<file path="src/design/swow_params.svh">
// constants for the software and oscillator watchdog: offsets, fields, timing
// assumes a 32-bit AXI4-Lite register bus and a 250 MHz aclk
// Summary of operation
// - 8-bit control register with four low flags
// - oscillator reset sets its flag, software writable
// - overflow reset sets timer flag, software writable
// - arm then immediate start reloads counter
// - start bit runs timer, cannot stop
// - start presets upper seven counter bits
// - arm bit self-clears in third machine cycle
// - idle or power-down freezes the count
// - reset fires at counter state 7ffc
// - reset lasts 8 or 128 machine cycles
// - timer reset keeps timer running, sets flag
// - timer flag survives its own reset
// - reload register writable at any time
// - reference is rc clock divided by ten
// - failure selects rc clock and holds reset
// - oscillator reset keeps timer flag, stops timer
// - recovery holds reset for stabilise delay
// - external reset extends the released reset
// - external reset clears both flags
// - oscillator monitor cannot be disabled
// - power-down wake waits for oscillator plus delay
// - 15-bit counter at osc/12 or osc/192
// - reload low seven bits, bit7 prescale select
// - reload cleared by every reset kind
`ifndef SWOW_PARAMS_SVH
`define SWOW_PARAMS_SVH
`define SWOW_OFS_CTRL      32'h0000_00c0
`define SWOW_OFS_RELOAD    32'h0000_00c4
`define SWOW_OFS_STATUS    32'h0000_00c8
`define SWOW_BIT_OSC_FLAG  3
`define SWOW_BIT_TMR_FLAG  2
`define SWOW_BIT_ARM       1
`define SWOW_BIT_START     0
`define SWOW_CTRL_RESET    8'h00
`define SWOW_RELOAD_RESET  8'h00
`define SWOW_TRIP_STATE    15'h7ffc
`define SWOW_DIV_FAST      8'd12
`define SWOW_DIV_SLOW      8'd192
`define SWOW_MC_OSC        8'd12
`define SWOW_ARM_MC        2'd3
`define SWOW_RST_MC_FAST   8'd8
`define SWOW_RST_MC_SLOW   8'd128
`define SWOW_RC_DIV        4'd10
`define SWOW_WIN_LEN       8'd160
`define SWOW_STAB_US       1000
`define SWOW_CLK_MHZ       250
`define SWOW_STAB_CYC      (`SWOW_STAB_US * `SWOW_CLK_MHZ)
`endif

</file>
<file path="src/design/swow_pkg.sv">
// types shared by the watchdog design
// assumes the constants header is included by the design file
package swow_pkg;
  // oscillator supervisor states, one-hot
  typedef enum logic [2:0] {
    SWOW_OK   = 3'b001,
    SWOW_FAIL = 3'b010,
    SWOW_STAB = 3'b100
  } swow_osc_t;

  // complete module state
  typedef struct packed {
    logic        awok;      // write address held
    logic        awready;   // write address slot free, registered
    logic [31:0] awaddr;
    logic        wok;       // write data held
    logic        wready;    // write data slot free, registered
    logic [31:0] wdata;
    logic [3:0]  wstrb;
    logic        bvalid;
    logic        arready;
    logic        rvalid;
    logic [31:0] rdata;
    logic [1:0]  rresp;
    logic [1:0]  bresp;
    logic        osc_fail_reset_flag;
    logic        timer_reset_flag;
    logic        arm;
    logic [1:0]  arm_mc;    // machine cycles since arm set
    logic        run;
    logic [7:0]  reload;
    logic [6:0]  upper;
    logic [7:0]  lower;
    logic [7:0]  pre;       // prescaler count of osc cycles
    logic [3:0]  mc_div;    // osc to machine cycle divider
    logic        wdt_rst;
    logic [7:0]  wdt_rst_cnt;
    swow_osc_t   osc;
    logic [3:0]  rc_div;
    logic [7:0]  win;       // unused; rc_div counts the reference window
    logic [7:0]  main_cnt;  // main edges seen in window
    logic        main_q;
    logic        rc_q;
    logic [31:0] stab;
    logic        clk_sel_rc;
    logic        sys_rst;
  } swow_state_t;
endpackage

</file>
<file path="src/design/swow_top.sv">
// software watchdog timer and oscillator watchdog with an AXI4-Lite slave
// assumes the oscillator samples arrive synchronous to aclk, slower than it
//
// Local design decision: register access over AXI4-Lite.
`timescale 1ns/1ps
`include "swow_params.svh"
module swow_top import swow_pkg::*; #(
  parameter int unsigned STAB_CYC = `SWOW_STAB_CYC  // stabilise delay in aclk cycles
) (
  input  wire logic        aclk,
  input  wire logic        aresetn,       // external reset, active low
  input  wire logic        s_axi_awvalid,
  output logic             s_axi_awready,
  input  wire logic [31:0] s_axi_awaddr,
  input  wire logic        s_axi_wvalid,
  output logic             s_axi_wready,
  input  wire logic [31:0] s_axi_wdata,
  input  wire logic [3:0]  s_axi_wstrb,
  output logic             s_axi_bvalid,
  input  wire logic        s_axi_bready,
  output logic [1:0]       s_axi_bresp,
  input  wire logic        s_axi_arvalid,
  output logic             s_axi_arready,
  input  wire logic [31:0] s_axi_araddr,
  output logic             s_axi_rvalid,
  input  wire logic        s_axi_rready,
  output logic [31:0]      s_axi_rdata,
  output logic [1:0]       s_axi_rresp,
  input  wire logic        main_osc,      // main oscillator sample
  input  wire logic        rc_osc,        // auxiliary rc oscillator sample
  input  wire logic        idle_mode,     // cpu idle
  input  wire logic        power_down,    // power-down, both oscillators stopped
  output logic             clk_sel_rc,    // internal clock from rc oscillator
  output logic             sys_reset      // internal reset request
);

  // ==========================================================================
  // state registers
  swow_state_t s_r;    // registered state
  swow_state_t s_nxt;  // next state

  // machine cycles for the timer reset pulse
  function automatic logic [7:0] rst_len(input logic psel);
    rst_len = psel ? `SWOW_RST_MC_SLOW : `SWOW_RST_MC_FAST;
  endfunction

  // word-aligned register select
  function automatic logic [1:0] sel(input logic [31:0] a);
    if (a[31:2] == `SWOW_OFS_CTRL >> 2) sel = 2'd1;
    else if (a[31:2] == `SWOW_OFS_RELOAD >> 2) sel = 2'd2;
    else if (a[31:2] == `SWOW_OFS_STATUS >> 2) sel = 2'd3;
    else sel = 2'd0;
  endfunction

  logic do_wr;   // write accepted this cycle
  logic wr_ctl;  // control byte written
  logic mc_tick; // one machine cycle elapsed
  logic osc_rst; // oscillator watchdog reset active
  logic [7:0] wb;

  // ==========================================================================
  // next state
  always_comb begin
    s_nxt   = s_r;
    wb      = s_r.wdata[7:0];
    do_wr   = s_r.awok && s_r.wok && !s_r.bvalid;
    wr_ctl  = do_wr && s_r.wstrb[0] && (sel(s_r.awaddr) == 2'd1);
    mc_tick = (s_r.mc_div == 4'(`SWOW_MC_OSC - 8'd1)) && !idle_mode && !power_down;
    osc_rst = s_r.osc != SWOW_OK;

    // bus: take address and data in either order
    if (s_axi_awvalid && s_r.awready) begin
      s_nxt.awok   = 1'b1;
      s_nxt.awaddr = s_axi_awaddr;
    end
    if (s_axi_wvalid && s_r.wready) begin
      s_nxt.wok   = 1'b1;
      s_nxt.wdata = s_axi_wdata;
      s_nxt.wstrb = s_axi_wstrb;
    end
    if (do_wr) begin
      s_nxt.bvalid = 1'b1;
      s_nxt.bresp  = (sel(s_r.awaddr) == 2'd0) ? 2'b10 : 2'b00;  // slverr unmapped
    end
    if (s_r.bvalid && s_axi_bready) begin
      s_nxt.bvalid = 1'b0;
      s_nxt.awok   = 1'b0;
      s_nxt.wok    = 1'b0;
    end
    // reads: one outstanding
    s_nxt.arready = 1'b0;
    if (s_axi_arvalid && !s_r.rvalid && !s_r.arready) begin
      s_nxt.arready = 1'b1;
      s_nxt.rvalid  = 1'b1;
      s_nxt.rresp   = 2'b00;
      case (sel(s_axi_araddr))
        2'd1: s_nxt.rdata = {28'h0, s_r.osc_fail_reset_flag, s_r.timer_reset_flag,
                             s_r.arm, s_r.run};
        2'd2: s_nxt.rdata = {24'h0, s_r.reload};
        2'd3: s_nxt.rdata = {29'h0, s_r.clk_sel_rc, s_r.wdt_rst, osc_rst};
        default: begin
          s_nxt.rdata = 32'h0;
          s_nxt.rresp = 2'b10;
        end
      endcase
    end
    if (s_r.rvalid && s_axi_rready) s_nxt.rvalid = 1'b0;

    // machine cycle divider, halted with the cpu clock
    if (!idle_mode && !power_down) begin
      s_nxt.mc_div = mc_tick ? 4'h0 : s_r.mc_div + 4'h1;
    end

    // reload register, writable at any time
    if (do_wr && s_r.wstrb[0] && sel(s_r.awaddr) == 2'd2) s_nxt.reload = wb;

    // control byte writes of the flags
    if (wr_ctl) begin
      s_nxt.osc_fail_reset_flag = wb[`SWOW_BIT_OSC_FLAG];
      s_nxt.timer_reset_flag    = wb[`SWOW_BIT_TMR_FLAG];
      if (wb[`SWOW_BIT_ARM]) begin
        s_nxt.arm    = 1'b1;
        s_nxt.arm_mc = 2'd0;
      end
    end

    // arm bit expires in its third machine cycle
    if (s_r.arm && mc_tick && !(wr_ctl && wb[`SWOW_BIT_ARM])) begin
      if (s_r.arm_mc == `SWOW_ARM_MC - 2'd1) s_nxt.arm = 1'b0;
      else s_nxt.arm_mc = s_r.arm_mc + 2'd1;
    end

    // start and refresh
    if (wr_ctl && wb[`SWOW_BIT_START]) begin
      if (!s_r.run || s_r.arm) begin
        s_nxt.upper = s_r.reload[6:0];
        s_nxt.lower = 8'h00;
        s_nxt.pre   = 8'h00;
        s_nxt.arm   = 1'b0;
      end
      s_nxt.run = 1'b1;
    end else if (s_r.run && !idle_mode && !power_down && !s_r.wdt_rst) begin
      // prescaled count at osc/12 or osc/192
      if (s_r.pre == (s_r.reload[7] ? `SWOW_DIV_SLOW : `SWOW_DIV_FAST) - 8'd1) begin
        s_nxt.pre = 8'h00;
        {s_nxt.upper, s_nxt.lower} = {s_r.upper, s_r.lower} + 15'h1;
        if ({s_r.upper, s_r.lower} + 15'h1 == `SWOW_TRIP_STATE) begin
          s_nxt.wdt_rst     = 1'b1;
          s_nxt.wdt_rst_cnt = rst_len(s_r.reload[7]);
          s_nxt.timer_reset_flag = 1'b1;
          // restart the divider so the pulse spans whole machine cycles
          s_nxt.mc_div      = 4'h0;
          s_nxt.reload      = 8'h00;
        end
      end else begin
        s_nxt.pre = s_r.pre + 8'h1;
      end
    end

    // timer reset pulse, timer stays enabled and restarts from zero reload
    if (s_r.wdt_rst && mc_tick) begin
      if (s_r.wdt_rst_cnt == 8'd1) begin
        s_nxt.wdt_rst = 1'b0;
        s_nxt.upper   = 7'h00;
        s_nxt.lower   = 8'h00;
      end
      s_nxt.wdt_rst_cnt = s_r.wdt_rst_cnt - 8'd1;
    end

    // oscillator monitor: count main edges in a window of ten rc periods
    s_nxt.main_q = main_osc;
    s_nxt.rc_q   = rc_osc;
    if (main_osc && !s_r.main_q && s_r.main_cnt != 8'hff) s_nxt.main_cnt = s_r.main_cnt + 8'h1;
    if (rc_osc && !s_r.rc_q) begin
      s_nxt.rc_div = (s_r.rc_div == `SWOW_RC_DIV - 4'd1) ? 4'h0 : s_r.rc_div + 4'h1;
    end
    if (rc_osc && !s_r.rc_q && s_r.rc_div == `SWOW_RC_DIV - 4'd1) begin
      s_nxt.main_cnt = 8'h00;
      // fewer than one main edge per divided reference period is a failure
      case (s_r.osc)
        SWOW_OK: if (s_r.main_cnt == 8'h00) s_nxt.osc = SWOW_FAIL;
        SWOW_FAIL: if (s_r.main_cnt != 8'h00) begin
          s_nxt.osc  = SWOW_STAB;
          s_nxt.stab = 32'h0;
        end
        SWOW_STAB: if (s_r.main_cnt == 8'h00) s_nxt.osc = SWOW_FAIL;
        default: s_nxt.osc = SWOW_FAIL;
      endcase
    end
    // power-down stops both oscillators, wake goes through the same check
    if (power_down) s_nxt.osc = SWOW_FAIL;
    if (s_r.osc == SWOW_STAB && s_nxt.osc == SWOW_STAB) begin
      if (s_r.stab == STAB_CYC - 1) s_nxt.osc = SWOW_OK;
      else s_nxt.stab = s_r.stab + 32'h1;
    end
    if (osc_rst && !power_down) begin
      s_nxt.osc_fail_reset_flag = 1'b1;
      s_nxt.run    = 1'b0;
      s_nxt.arm    = 1'b0;
      s_nxt.reload = 8'h00;
      s_nxt.wdt_rst = 1'b0;
    end
    s_nxt.awready    = !s_nxt.awok;
    s_nxt.wready     = !s_nxt.wok;
    s_nxt.clk_sel_rc = s_nxt.osc != SWOW_OK;
    s_nxt.sys_rst    = (s_nxt.osc != SWOW_OK && !power_down) || s_nxt.wdt_rst;
  end

  // ==========================================================================
  // registers; external reset clears both flags and the reload value
  always_ff @(posedge aclk) begin
    if (!aresetn) begin
      s_r         <= '0;
      s_r.osc     <= SWOW_FAIL;
      s_r.reload  <= `SWOW_RELOAD_RESET;
      s_r.sys_rst <= 1'b1;
      s_r.clk_sel_rc <= 1'b1;
    end else begin
      s_r <= s_nxt;
    end
  end

  assign s_axi_awready = s_r.awready;
  assign s_axi_wready  = s_r.wready;
  assign s_axi_bvalid  = s_r.bvalid;
  assign s_axi_bresp   = s_r.bresp;
  assign s_axi_arready = s_r.arready;
  assign s_axi_rvalid  = s_r.rvalid;
  assign s_axi_rdata   = s_r.rdata;
  assign s_axi_rresp   = s_r.rresp;
  assign clk_sel_rc    = s_r.clk_sel_rc;
  assign sys_reset     = s_r.sys_rst;
endmodule // swow_top

</file>
<file path="config.mk">
export PLATFORM = sky130hd
export DESIGN_NAME = swow_top
export DESIGN_NICKNAME = d
export VERILOG_FILES = /design/src/design/swow_pkg.sv /design/src/design/swow_top.sv
export VERILOG_INCLUDE_DIRS = /design/src /design/src/design
export SDC_FILE = /design/constraint.sdc
export NUM_CORES = 1
export LEC_CHECK = 0
export BUFFER_PORTS_ARGS = -buffer_cell sky130_fd_sc_hd__buf_2
export CAP_MARGIN = 20
export CORE_MARGIN = 8
export CORE_UTILIZATION = 44
export DETAILED_ROUTE_END_ITERATION = 10
export PLACE_DENSITY = 0.71
export REMOVE_ABC_BUFFERS = 1
export SYNTH_ARGS = -nofsm -noshare
export SYNTH_HDL_FRONTEND = slang
export SYNTH_SLANG_ARGS = --single-unit
export TNS_END_PERCENT = 20
</file>
<file path="constraint.sdc">
create_clock -name aclk -period 3.38 [get_ports aclk]
set_clock_uncertainty 0.2 [all_clocks]
set_input_delay 0.676 -clock aclk [delete_from_list [all_inputs] [get_ports aclk]]
set_output_delay 0.676 -clock aclk [all_outputs]
set_load 0.1 [all_outputs]
</file>
==> key figures <==
Worst setup path
  • Cell type group with the largest total delay on the critical path: simple AND/OR/NAND/NOR gates
  • CP startpoint kind: flop
  • Worst path max stage delay: 0.58 ns
  • Category of the worst setup path capture point: flop
  • Slowest-stage cell, CP: nor4_4
  • Critical path, cell by cell: nor4bb_1, nand4_1, nor4_4, buf_4, nand3b_1, o21ai_1, o21ai_0, a21oi_1
  • Worst Path Class, Setup: reg2reg
  • Data arrival time of the critical path: 3.05 ns
  • Buffering stage count on the worst path with inverters included: 1
  • Max FO, Critical Path: 10
  • Required arrival time at the worst endpoint: 3.54 ns

Finish
  • Number of filler instances in the final layout: 1666
  • Share of final-layout standard cells stronger than drive strength 1: 15.52%
  • Most frequent cells in the layout: 157 x dfxtp_1, 150 x nand2_1, 96 x buf_2, 91 x nor2_1, 88 x a21oi_1
  • Most frequent standard cell in the layout excluding fill and tap cells: dfxtp_1
  • Final design instance area without fill: 0.008768 mm^2
  • Fin cells: 1269
  • Fin nets: 1151
  • Number of antenna diodes: 0
  • Growth of design area from synthesis to finish: 14.23%

Floorplanning
  • DIE AREA: 0.02193 mm^2
  • Core area: 0.01718 mm^2
  • Vertical die dimension: 148.1 um
  • Starting Density: 44.69%
  • Boundary pin count: 154
  • Horiz. Die Dim: 148.1 um
  • Standard-cell rows: 48

Logic synthesis
  • Number of enable flip-flop cells after synthesis: 0
  • FFs w/ async S/R, synth: 0%
  • Unique masters post-synth: 65
  • Average footprint of a synthesized cell: 8.038 um^2
  • Flops & latches, synth: 157
  • Library cell occupying the most area in the post-synthesis netlist: dfxtp_1
  • Seq/Total Area, Yosys: 40.95%
  • Cell area after technology mapping: 0.007676 mm^2
  • Main flop type after synthesis: dfxtp_1
  • Count of yosys warnings during synthesis: 0
  • Yosys top cell area share: 40.95%
  • Synthesized instance count: 955
  • Largest cells by area after synthesis: dfxtp_1 41%, nand2_1 7.3%, a21oi_1 5.7%

Global route
  • Number of global-route vias before repair: 6346
  • Maximum number of pins on one net before global-route repair: 94
  • GRT overflow: 0
  • Total global routing track utilization: 16.53%
  • Number of antenna violations at the first check in global routing: 0
  • Wire length of the first global-routing pass: 30430 um

CTS
  • H-tree depth: 4
  • Number of hold-repair buffers added at the cts stage: 0
  • Resized Gates After CTS: 0
  • Maximum buffer depth of the clock tree: 2
  • Clock tree root driver cell: clkbuf_16
  • CTS tree: yes
  • Clock latency on the worst-skew pair: 0.43 ns
  • Total CTS buffers: 17
  • Clock transition at path regs: 0.07 ns
  • Clock net sink count: 157
  • Number of buffers inserted to repair setup after CTS: 0

STA
  • Slew at the pin closest to its max-slew limit: 0.9373 ns
  • Rel. slew slack: 37.36%
  • Count of endpoints failing hold in the final timing report: 0
  • Max Freq: 345.0 MHz
  • # setup viols final: 0
  • Final cycle utilization of the critical path: 85.75%
  • Period minus WS final: 2.898 ns
  • Unrepaired setup endpoints after global routing: false
  • Worst slack on hold paths: 0.2478 ns
  • Max-slew violation count: 0
  • Total negative setup slack: 0 ns

Min path
  • Class of the tightest hold or removal check: reg2reg

Route
  • Remaining antenna violation count after routing: 0
  • Number of vias after detailed routing: 6818
  • Ratio of routed vias to standard cells: 5.373
  • Routed length per instance: 14.46 um
  • Total wire length: 18350 um
  • First-pass DRT Iterations: 8
  • Remaining DRCs: 0
  • DRC violation total after the first TritonRoute iteration: 524

Placement
  • Placed Instance Area: 0.008184 mm^2
  • Placed cell count: 1237
  • GPL Wtd Cong: 0.8451
  • Final HPWL from detailed placement: 13130 um
  • Port Buffer Count: 96

Pwr
  • Leakage power: 3.254 nW
  • Pwr Density: 482.4 mW/mm^2
  • Worst IR drop on VDD: 0.3519 mV

Run status
  • Result of the run: finished clean

Run
  • Maximum capacitance violations: 0
[final timing paths]
| check | from | endpoint | slack (ns) | depth (start not counted) |
|---|---|---|---|---|
| max | s_r[192]$_SDFFE_PN0P_ | s_r[79]$_SDFFE_PN0P_ | 0.48 | 8 |
| min | s_axi_rdata[2]$_SDFFE_PN0P_ | s_axi_rdata[2]$_SDFFE_PN0P_ | 0.25 | 2 |
| max reg2reg | s_r[192]$_SDFFE_PN0P_ | s_r[79]$_SDFFE_PN0P_ | 0.48 | 8 |
| min reg2reg | s_axi_rdata[2]$_SDFFE_PN0P_ | s_axi_rdata[2]$_SDFFE_PN0P_ | 0.25 | 2 |
[worst register-to-register path: stages, from the launching register on]
cell and delay [ns]:
dfxtp_1 0.34, nor4bb_1 0.31, nand4_1 0.28, nor4_4 0.58, buf_4 0.26, nand3b_1 0.18
o21ai_1 0.36, o21ai_0 0.19, a21oi_1 0.14
[report_power, final]
| group | total [mW] | switching, mW | internal (mW) |
|---|---|---|---|
| registers | 1.92 | 0.0304 | 1.89 |
| logic | 0.404 | 0.309 | 0.0945 |
| clock network | 1.91 | 0.845 | 1.06 |
[routing by layer]
metal / global-route usage, % / up-vias / wire length [um]
met5: 0 / - / 0
met4: 5.558 / 0 / 265
met3: 4.011 / 20 / 821
met2: 26.76 / 139 / 8795
met1: 21.13 / 3179 / 8469
li1: - / 3480 / -
[metrics by stage]
step	power (mW)	utilization, %	setup WS, ns
2_1_floorplan	2.246	-	-0.02885
3_3_place_gp	2.358	47.65	0.5043
3_5_place_dp	2.362	47.65	0.4531
4_1_cts	4.263	51.05	0.5333
5_1_grt	4.369	51.05	0.1641
6_report	4.229	51.05	0.4817
[synthesized netlist by cell type, types with 2 or more instances]
master    number
a211oi_1       4
a21oi_1       88
a22oi_1        7
a311oi_1       4
a31oi_1        9
and2_1        11
and3_1        20
and4_1         7
buf_1          4
buf_2          8
buf_4         38
buf_6          2
clkbuf_1      23
dfxtp_1      157
ha_1           9
inv_1         19
mux2_2         6
mux2i_1       14
nand2_1      150
nand2b_1      12
nand3_1       49
nand3b_1      15
nand4_1       25
nand4b_1       2
nor2_1        91
nor2b_1        6
nor3_1        14
nor3_2         2
nor3b_1        5
nor4_1        30
nor4_2         2
nor4b_1        4
nor4bb_1       3
o21a_1         5
o21ai_0       32
o22ai_1        3
o31ai_1       12
o31ai_2        2
or2_2          2
or3_1          9
or4_1          4
xnor2_1       10
xor2_1        14
[registers in the layout, indices dropped and copies added, names as in the netlist, named ones only]
| name | cells |
|---|---|
| sys_reset | 1 |
| s_axi_arready | 1 |
| s_axi_wready | 1 |
| s_axi_rdata | 8 |
| s_axi_bvalid | 1 |
| clk_sel_rc | 1 |
| s_axi_rvalid | 1 |
| s_axi_rresp | 1 |
| s_axi_bresp | 1 |
| s_r | 139 |
| s_axi_awready | 1 |
[cell type report]
| class | count | area (um^2) | share of cell area (%) |
|---|---|---|---|
| clock buffer | 18 | 439.2 | 5.009 |
| clock inverter | 14 | 145.1 | 1.655 |
| inverter | 19 | 71.32 | 0.8134 |
| multi-input combinational | 729 | 4113 | 46.90 |
| sequential | 157 | 3143 | 35.84 |
| tap | 225 | 281.5 | 3.211 |
| timing repair buffer | 107 | 575.6 | 6.564 |
[kinds of logic after synthesis]
group / after synthesis / share of synthesized area [%]
other: 1 / 0.04885
XOR/XNOR: 24 / 2.738
multiplexers: 20 / 2.706
buffers and inverters: 94 / 6.781
AO/OA/AOI/OAI: 176 / 13.56
flip-flops: 157 / 40.95
AND/OR/NAND/NOR: 474 / 31.75
adder cells (fa/ha/maj): 9 / 1.467
(Power assumes the default switching activity.)
